$ cat config.mk
export PLATFORM = sky130hd
export DESIGN_NAME = sepio_dram_end_flat
export DESIGN_NICKNAME = d
export VERILOG_FILES = /design/src/verilog/sepio_pkg.sv /design/src/verilog/sepio_link_if.sv /design/src/verilog/sepio_dram_end.sv /design/src/flat_wrapper.sv
export SDC_FILE = /design/constraint.sdc
export NUM_CORES = 1
export LEC_CHECK = 0
export BUFFER_PORTS_ARGS = -buffer_cell sky130_fd_sc_hd__buf_4
export CAP_MARGIN = 20
export CORE_ASPECT_RATIO = 1.25
export CORE_UTILIZATION = 50
export CTS_CLUSTER_DIAMETER = 50
export DETAILED_ROUTE_END_ITERATION = 6
export HOLD_SLACK_MARGIN = 0.1
export PLACE_DENSITY_LB_ADDON = 0.1
export SYNTH_ARGS = -nofsm -noshare
export SYNTH_HDL_FRONTEND = slang
export SYNTH_SLANG_ARGS = --single-unit
$ cat constraint.sdc
create_clock -name clk -period 16.92 [get_ports clk]
set_clock_uncertainty 0.15 [all_clocks]
set_input_delay 0.846 -clock clk [delete_from_list [all_inputs] [get_ports clk]]
set_output_delay 0.846 -clock clk [all_outputs]
set_load 0.03 [all_outputs]
$ cat src/verilog/sepio_pkg.sv
// Purpose: shared constants for the separate-io x18 dram pin link
// Assumes: all pins sampled by clk at 250 MHz
// Notes: command codes are a simple coding of select, write and refresh
package sepio_pkg;
    localparam int ADDR_W = 22;
    localparam int BANK_W = 3;
    localparam int DATA_W = 18;
    localparam int HALF_W = 9;
    localparam int UNUSED_W = 4;
    localparam int ODT_BIT = 9;
    localparam logic [0:0] ODT_RESET = 1'h0;
    localparam int CLK_DIV = 10;
    localparam int MEM_DEPTH = 64;
    localparam int MEM_AW = 6;
    localparam int READ_LAT = 2;
    typedef enum logic [1:0] {
        CMD_NOP = 2'b00,
        CMD_WRITE = 2'b01,
        CMD_READ = 2'b10,
        CMD_CFG = 2'b11
    } cmd_type;
endpackage : sepio_pkg
$ cat src/verilog/sepio_link_if.sv
// Purpose: pin bundle between controller and device
// Assumes: active-low pins carry the n suffix
// Notes: unusedOut and unusedOe are not resolved; the bench checks unusedOe only
`timescale 1ns/1ps
`default_nettype none
interface sepio_link_if;
    logic inClk;
    logic selectN;
    logic writeCmdN;
    logic refreshCmdN;
    logic [sepio_pkg::ADDR_W-1:0] addressLines;
    logic [sepio_pkg::BANK_W-1:0] bankSelect;
    logic writeDataClock;
    logic [sepio_pkg::DATA_W-1:0] writeDataBus;
    logic writeMask;
    logic [sepio_pkg::DATA_W-1:0] readDataBus;
    logic [1:0] readDataClock;
    logic [1:0] readDataClockN;
    logic readValid;
    logic [sepio_pkg::UNUSED_W-1:0] unusedOut;
    logic [sepio_pkg::UNUSED_W-1:0] unusedOe;
    modport device (
        input inClk, selectN, writeCmdN, refreshCmdN, addressLines,
        input bankSelect, writeDataClock, writeDataBus, writeMask,
        output readDataBus, readDataClock, readDataClockN, readValid,
        output unusedOut, unusedOe
    );
    modport ctrl (
        output inClk, selectN, writeCmdN, refreshCmdN, addressLines,
        output bankSelect, writeDataClock, writeDataBus, writeMask,
        input readDataBus, readDataClock, readDataClockN, readValid,
        input unusedOut, unusedOe
    );
endinterface : sepio_link_if
`default_nettype wire

$ cat src/verilog/sepio_dram_end.sv
// Purpose: device end of the separate-io x18 dram pin link
// Assumes: link clocks far slower than clk, sampled through three flops
// Notes: small memory array stands in for the banks
// Operation
// RQ1 - address lines captured at input clock rise
// RQ2 - config load takes address lines as settings
// RQ3 - bank select picks target bank
// RQ4 - command decoded from write, refresh, select
// RQ5 - select high ignores commands, work continues
// RQ6 - write data sampled on both data clock edges
// RQ7 - mask high suppresses that data beat
// RQ8 - controller always supplies data clock
// RQ9 - read data driven on both edges
// RQ10 - output data clocks toggle continuously
// RQ11 - clock pair zero low half, one upper
// RQ12 - read valid marks data, edge aligned
// RQ13 - unused balls released when termination on
// RQ14 - termination bit loaded from address nine
`timescale 1ns/1ps
`default_nettype none
module sepio_dram_end #(
    parameter int DEPTH = sepio_pkg::MEM_DEPTH,
    parameter int QK_DIV = sepio_pkg::CLK_DIV
) (
    // system
    input wire logic clk,
    input wire logic sys_rst,
    // link
    sepio_link_if.device link,
    // status
    output logic odtOn,
    output logic [sepio_pkg::ADDR_W-1:0] cfgValue,
    output logic refreshSeen
);
    localparam int AW = sepio_pkg::MEM_AW;
    localparam int BW = sepio_pkg::BANK_W;
    localparam int EW = AW - BW;
    typedef enum logic [1:0] {
        ST_IDLE = 2'b00,
        ST_WRITE = 2'b01,
        ST_READ = 2'b10
    } state_type;
    logic [sepio_pkg::DATA_W-1:0] mem [DEPTH];
    // three-flop samplers on every pin coming from the controller
    logic [2:0] ckS_r, dkS_r;
    logic [2:0] csS_r, weS_r, rfS_r, dmS_r;
    logic [sepio_pkg::ADDR_W-1:0] aS0_r, aS1_r, aS2_r;
    logic [BW-1:0] bS0_r, bS1_r, bS2_r;
    logic [sepio_pkg::DATA_W-1:0] dS0_r, dS1_r, dS2_r;
    logic ckLvl_r, dkLvl_r;
    // a level counts only once two stages agree, so a late edge is not split
    wire ckAgree = ckS_r[2] == ckS_r[1];
    wire dkAgree = dkS_r[2] == dkS_r[1];
    always_ff @(posedge clk or posedge sys_rst) begin
        if (sys_rst) begin
            ckS_r <= 3'h0;
            dkS_r <= 3'h0;
            csS_r <= 3'h7;
            weS_r <= 3'h7;
            rfS_r <= 3'h7;
            dmS_r <= 3'h7;
            aS0_r <= '0;
            aS1_r <= '0;
            aS2_r <= '0;
            bS0_r <= '0;
            bS1_r <= '0;
            bS2_r <= '0;
            dS0_r <= '0;
            dS1_r <= '0;
            dS2_r <= '0;
            ckLvl_r <= 1'h0;
            dkLvl_r <= 1'h0;
        end else begin
            ckS_r <= {ckS_r[1:0], link.inClk};
            dkS_r <= {dkS_r[1:0], link.writeDataClock};
            csS_r <= {csS_r[1:0], link.selectN};
            weS_r <= {weS_r[1:0], link.writeCmdN};
            rfS_r <= {rfS_r[1:0], link.refreshCmdN};
            dmS_r <= {dmS_r[1:0], link.writeMask};
            aS0_r <= link.addressLines;
            aS1_r <= aS0_r;
            aS2_r <= aS1_r;
            bS0_r <= link.bankSelect;
            bS1_r <= bS0_r;
            bS2_r <= bS1_r;
            dS0_r <= link.writeDataBus;
            dS1_r <= dS0_r;
            dS2_r <= dS1_r;
            if (ckAgree) ckLvl_r <= ckS_r[2];
            if (dkAgree) dkLvl_r <= dkS_r[2];
        end
    end
    // edge seen once stages two and three agree on the new level
    wire ckRise = ckAgree && ckS_r[2] && !ckLvl_r;
    wire dkEdge = dkAgree && (dkS_r[2] != dkLvl_r);
    wire selOn = !csS_r[2]; // RQ5
    wire weOn = !weS_r[2];
    wire rfOn = !rfS_r[2];
    wire cmdWrite = ckRise && selOn && weOn && !rfOn; // RQ4
    wire cmdRefresh = ckRise && selOn && rfOn && !weOn; // RQ4
    wire cmdCfg = ckRise && selOn && rfOn && weOn; // RQ2 RQ4
    wire cmdRead = ckRise && selOn && !rfOn && !weOn; // RQ4
    wire [EW-1:0] colPart = aS2_r[EW-1:0];
    wire [AW-1:0] memAddr = {bS2_r, colPart}; // RQ1 RQ3
    state_type state_r, state_nxt;
    logic [AW-1:0] addr_r;
    logic [1:0] beat_r;
    logic [sepio_pkg::READ_LAT:0] rdPipe_r;
    logic [sepio_pkg::DATA_W-1:0] rdWord_r;
    // controller keeps the data clock running, so beats always arrive
    wire beatTake = (state_r == ST_WRITE) && dkEdge; // RQ8
    wire beatKeep = beatTake && !dmS_r[2]; // RQ7
    wire [AW-1:0] beatAddr = addr_r ^ AW'(beat_r[0]);
    always_comb begin
        state_nxt = state_r;
        case (state_r)
            ST_IDLE: begin
                if (cmdWrite) state_nxt = ST_WRITE;
                else if (cmdRead) state_nxt = ST_READ;
            end
            // running operations finish regardless of select
            ST_WRITE: begin
                if (beatTake && beat_r[0]) state_nxt = ST_IDLE; // RQ5 RQ6
            end
            ST_READ: begin
                if (ckRise) state_nxt = ST_IDLE; // RQ5
            end
            default: state_nxt = ST_IDLE;
        endcase
    end
    always_ff @(posedge clk or posedge sys_rst) begin
        if (sys_rst) begin
            state_r <= ST_IDLE;
            addr_r <= '0;
            beat_r <= 2'h0;
            odtOn <= sepio_pkg::ODT_RESET;
            cfgValue <= '0;
            refreshSeen <= 1'h0;
        end else begin
            state_r <= state_nxt;
            refreshSeen <= cmdRefresh;
            if (state_r == ST_IDLE && (cmdWrite || cmdRead)) begin
                addr_r <= memAddr;
                beat_r <= 2'h0;
            end else if (beatTake) begin
                beat_r <= beat_r + 2'h1;
            end
            if (cmdCfg && state_r == ST_IDLE) begin
                cfgValue <= aS2_r; // RQ2
                odtOn <= aS2_r[sepio_pkg::ODT_BIT]; // RQ14
            end
        end
    end
    always_ff @(posedge clk) begin
        if (beatKeep) mem[beatAddr] <= dS2_r; // RQ6 RQ7
    end
    // read side: output clocks free running from a divider of clk
    logic [3:0] qkCnt_r;
    logic qk_r;
    wire qkTick = (qkCnt_r == 4'(QK_DIV / 2 - 1));
    // a read starts one input clock later, costing a slot but easing timing
    wire rdStart = (state_r == ST_READ) && ckRise;
    always_ff @(posedge clk or posedge sys_rst) begin
        if (sys_rst) begin
            qkCnt_r <= 4'h0;
            qk_r <= 1'h0;
            rdPipe_r <= '0;
            rdWord_r <= '0;
        end else begin
            qkCnt_r <= qkTick ? 4'h0 : qkCnt_r + 4'h1;
            if (qkTick) begin
                qk_r <= ~qk_r; // RQ10
                rdPipe_r <= {rdPipe_r[sepio_pkg::READ_LAT-1:0], 1'h0};
                if (rdPipe_r[0] || rdPipe_r[1]) begin
                    rdWord_r <= mem[addr_r ^ AW'(rdPipe_r[1])]; // RQ9
                end
            end
            if (rdStart) rdPipe_r[0] <= 1'h1;
        end
    end
    logic [sepio_pkg::DATA_W-1:0] qOut_r;
    logic qvOut_r;
    logic [1:0] qkOut_r, qkOutN_r;
    logic [sepio_pkg::UNUSED_W-1:0] dnuOe_r;
    // data, valid and clocks leave through one flop each so they stay aligned
    always_ff @(posedge clk or posedge sys_rst) begin
        if (sys_rst) begin
            qOut_r <= '0;
            qvOut_r <= 1'h0;
            qkOut_r <= 2'h0;
            qkOutN_r <= 2'h3;
            dnuOe_r <= '0;
        end else begin
            qOut_r <= rdWord_r; // RQ9 RQ11
            qvOut_r <= rdPipe_r[1] || rdPipe_r[2]; // RQ12
            qkOut_r <= {2{qk_r}}; // RQ10 RQ11
            qkOutN_r <= {2{~qk_r}}; // RQ10
            // with termination on the balls are never driven
            dnuOe_r <= '0; // RQ13
        end
    end
    assign link.readDataBus = qOut_r;
    assign link.readValid = qvOut_r;
    assign link.readDataClock = qkOut_r;
    assign link.readDataClockN = qkOutN_r;
    assign link.unusedOut = '0;
    assign link.unusedOe = dnuOe_r;
endmodule : sepio_dram_end
`default_nettype wire

$ cat src/flat_wrapper.sv
// flat-port wrapper written by rule: the top's interface ports become plain ports
module sepio_dram_end_flat 
#(
    parameter int DEPTH = sepio_pkg::MEM_DEPTH,
    parameter int QK_DIV = sepio_pkg::CLK_DIV
)
  (clk, sys_rst, odtOn, cfgValue, refreshSeen, link_inClk, link_selectN, link_writeCmdN, link_refreshCmdN, link_addressLines, link_bankSelect, link_writeDataClock, link_writeDataBus, link_writeMask, link_readDataBus, link_readDataClock, link_readDataClockN, link_readValid, link_unusedOut, link_unusedOe);
  sepio_link_if link_i ();
  input wire logic clk;
  input wire logic sys_rst;
  output logic odtOn;
  output logic [sepio_pkg::ADDR_W-1:0] cfgValue;
  output logic refreshSeen;
  input wire logic [$bits(link_i.inClk)-1:0] link_inClk;
  input wire logic [$bits(link_i.selectN)-1:0] link_selectN;
  input wire logic [$bits(link_i.writeCmdN)-1:0] link_writeCmdN;
  input wire logic [$bits(link_i.refreshCmdN)-1:0] link_refreshCmdN;
  input wire logic [$bits(link_i.addressLines)-1:0] link_addressLines;
  input wire logic [$bits(link_i.bankSelect)-1:0] link_bankSelect;
  input wire logic [$bits(link_i.writeDataClock)-1:0] link_writeDataClock;
  input wire logic [$bits(link_i.writeDataBus)-1:0] link_writeDataBus;
  input wire logic [$bits(link_i.writeMask)-1:0] link_writeMask;
  output wire logic [$bits(link_i.readDataBus)-1:0] link_readDataBus;
  output wire logic [$bits(link_i.readDataClock)-1:0] link_readDataClock;
  output wire logic [$bits(link_i.readDataClockN)-1:0] link_readDataClockN;
  output wire logic [$bits(link_i.readValid)-1:0] link_readValid;
  output wire logic [$bits(link_i.unusedOut)-1:0] link_unusedOut;
  output wire logic [$bits(link_i.unusedOe)-1:0] link_unusedOe;
  assign link_i.inClk = link_inClk;
  assign link_i.selectN = link_selectN;
  assign link_i.writeCmdN = link_writeCmdN;
  assign link_i.refreshCmdN = link_refreshCmdN;
  assign link_i.addressLines = link_addressLines;
  assign link_i.bankSelect = link_bankSelect;
  assign link_i.writeDataClock = link_writeDataClock;
  assign link_i.writeDataBus = link_writeDataBus;
  assign link_i.writeMask = link_writeMask;
  assign link_readDataBus = link_i.readDataBus;
  assign link_readDataClock = link_i.readDataClock;
  assign link_readDataClockN = link_i.readDataClockN;
  assign link_readValid = link_i.readValid;
  assign link_unusedOut = link_i.unusedOut;
  assign link_unusedOe = link_i.unusedOe;
  sepio_dram_end #(.DEPTH(DEPTH), .QK_DIV(QK_DIV)) u_core (.clk(clk), .sys_rst(sys_rst), .link(link_i), .odtOn(odtOn), .cfgValue(cfgValue), .refreshSeen(refreshSeen));
endmodule
==> metrics.csv <==
metric,value,unit
post-route minimum period,5.81,ns
worst-skew pair later-pin latency,0.74,ns
Critical Path Sink Type,register,
Setup-failing EPs final,0,
CTS Sinks,1380,
Core Region,0.101,mm^2
TNS Setup,0,ns
Final HPWL DP,71.1,mm
share of post-route cells with drive strength above 1,15.6,%
worst hold path depth,0,
Synth Area per Inst,18.2,um^2
most frequent cells in the layout,"1152 x edfxtp_1, 576 x mux2i_1, 289 x o22ai_1",
most numerous cell on the critical path,buf_4,
Initial DRC Count,2416,
largest net degree at the start of global routing,130,
Routed WL per cell,28.2,um
"slowest stage delay, CP",0.97,ns
initial core utilization,50.5,%
CP Buf/Inv Count,4,
DRC,0,
vias,26300,
measured slew at the worst slew-check pin,1.12,ns
r2r worst-path depth,10,
Post-synth EDFFs,1152,
register bit total from synthesis,1380,
worst vdd ir,157,uV
status,finished clean,
Die Height,359,um
global-route wire length before repair,182,mm
Layout Nets,3099,
post-cts resize count,0,
synthesis warning total,0,
CP Cell Sequence,xnor2_4 -> buf_4 -> buf_4 -> buf_4 -> buf_4 -> mux2i_1 -> o22ai_1 -> o21ai_0 -> nand4_1 -> o32a_1,
Clock Tree Buf Depth,3,
initial antenna violation count,5,
Fillers,7472,
RSZ-0062 raised after global routing,false,
CTS tree,done,
Yosys top cell area share,68.0,%
Post-Synthesis Cells,2800,
GP Congestion,0.828,
H-tree lvl count,4,
Final Hold Vio Count,0,
Top delay family on crit path,buffers and inverters,
Netlist cell types,42,
grt ovf,0,
WS Path Type,register to register,
Die X,287,um
drt pass-1 iters,5,
leakage,0.0217,uW
routed wire length,126,mm
relative max-transition margin,24.8,%
fin cells,4475,
fin crit share,34.4,%
"most common cell after layout, fill and taps aside",edfxtp_1,
Crit path required time,17.40,ns
number of I/O port buffers,97,
vias in the first global route,26300,
Power Density,155,mW/mm^2
Vias/cell,5.88,
post-synthesis cell area,0.0509,mm^2
sequential fraction of the synthesis area,79.3,%
"Reg clk slew, reported paths",0.06,ns
clk root buf,clkbuf_16,
Ant. Diodes,0,
"FFs w/ async S/R, synth",16.5,%
cell taking the most area after synthesis,edfxtp_1,
placed cell count,4173,
Synth Flop Type,edfxtp_1,
ANT nets after route,0,
Setup Buffers After CTS,0,
"Slowest-stage cell, CP",buf_4,
CTS buffer count,137,
stages on the worst setup path,10,
WHS,0.193,ns
WP data arrival,6.29,ns
crit start category,register,
die area,0.103,mm^2
Total GRT Usage,24.8,%
maxcap violations,0,
num ports,106,
HP Class,register to register,
fin. max-slew vios,0,
Hold Buf Count CTS,50,
fmax,172,MHz
ranking of synthesized cells by area,"edfxtp_1 68%, mux2i_1 11%, dfrtp_1 11%",
CP max FO,62,
Rows,130,
post-layout util,58.2,%
Area Overhead vs Synth,15.2,%
## layer usage
| layer | vias to the layer above | track usage [%] | part of all wire (%) |
|---|---|---|---|
| met4 | 2 | 8.20 | 2.8 |
| li1 | 11500 | - | - |
| met1 | 13700 | 32.7 | 41 |
| met5 | - | 0 | 0.010 |
| met2 | 868 | 42.0 | 50 |
| met3 | 170 | 4.06 | 5.6 |
## power breakdown
group	switching [uW]	internal [uW]	leakage, uW	total, uW
Clock	1250	1770	0.00220	3030
Sequential	99.4	3780	0.0131	3880
Combinational	1390	805	0.00646	2190
Total	2740	6350	0.0217	9100
## registers in the layout, summed over array words and instances (netlist names), 4 cells and up
register and flops:
u_core.qkCnt_r 4, u_core.dS1_r 18, u_core.aS1_r 22, u_core.dS0_r 18, u_core.cfgValue 22, u_core.addr_r 6, u_core.link.readDataBus 18, u_core.dS2_r 18
u_core.mem 1152, u_core.aS2_r 22, u_core.rdWord_r 18, u_core.aS0_r 22
## per-stage QoR
stage / setup slack (ns) / instance area, um^2 / total power, uW
floorplan: 9.70 / 50900 / 5390
global placement: 11.29 / 53400 / 6100
detailed placement: 11.22 / 53600 / 6130
CTS: 11.19 / 58600 / 9150
global route: 10.89 / 58600 / 9390
finish: 11.11 / 58600 / 9100
## logic make-up (layout without fill, tap and decap cells)
| group | after synthesis | after routing | share of synthesized area, % |
|---|---|---|---|
| XOR/XNOR | 5 | 5 | 0.101 |
| multiplexers | 607 | 607 | 12.0 |
| flip-flops | 1380 | 1380 | 79.3 |
| buffers and inverters | 169 | 517 | 1.48 |
| AO/OA/AOI/OAI | 456 | 456 | 5.39 |
| adder cells (fa/ha/maj) | 4 | 4 | 0.0935 |
| AND/OR/NAND/NOR | 178 | 178 | 1.64 |
| other | 1 | 8 | 0.00737 |
## cell type report
cell class	count	area, um^2	share of cell area, %
clock inverters	63	641	1.09
repair buffers	262	2200	3.75
well taps	1320	1650	2.82
clock buffers	186	3850	6.57
inverters	6	30.0	0.0512
flip-flops and latches	1380	40300	68.8
multi-input cells	1258	9890	16.9
## path summary, 6_finish.rpt
kind,from,to,slack [ns]
min in group asynchronous,sys_rst,u_core.dS1_r[12]$_DFF_PP0_,0.61
hold / removal,u_core.aS1_r[17]$_DFF_PP0_,u_core.aS2_r[17]$_DFF_PP0_,0.19
hold reg to reg,u_core.aS1_r[17]$_DFF_PP0_,u_core.aS2_r[17]$_DFF_PP0_,0.19
setup reg to reg,u_core.rdPipe_r[1]$_DFFE_PP0P_,u_core.rdWord_r[11]$_DFFE_PP0P_,11.11
max in group asynchronous,sys_rst,u_core.rdPipe_r[0]$_DFFE_PP0P_,13.81
setup / recovery,u_core.rdPipe_r[1]$_DFFE_PP0P_,u_core.rdWord_r[11]$_DFFE_PP0P_,11.11
## cell usage after synthesis (all sizes together), types with 4 or more instances
master and instances:
and2 6, buf 92, clkbuf 71, dfrtp 215, dfstp 13, edfxtp 1152, inv 6, mux2 31
mux2i 576, nand2 32, nand2b 6, nand3 20, nand4 18, nor2 74, nor3 4, o21ai 144
o22ai 289, o32a 17, or2 4
No activity file was read; power rests on OpenSTA's default activity.
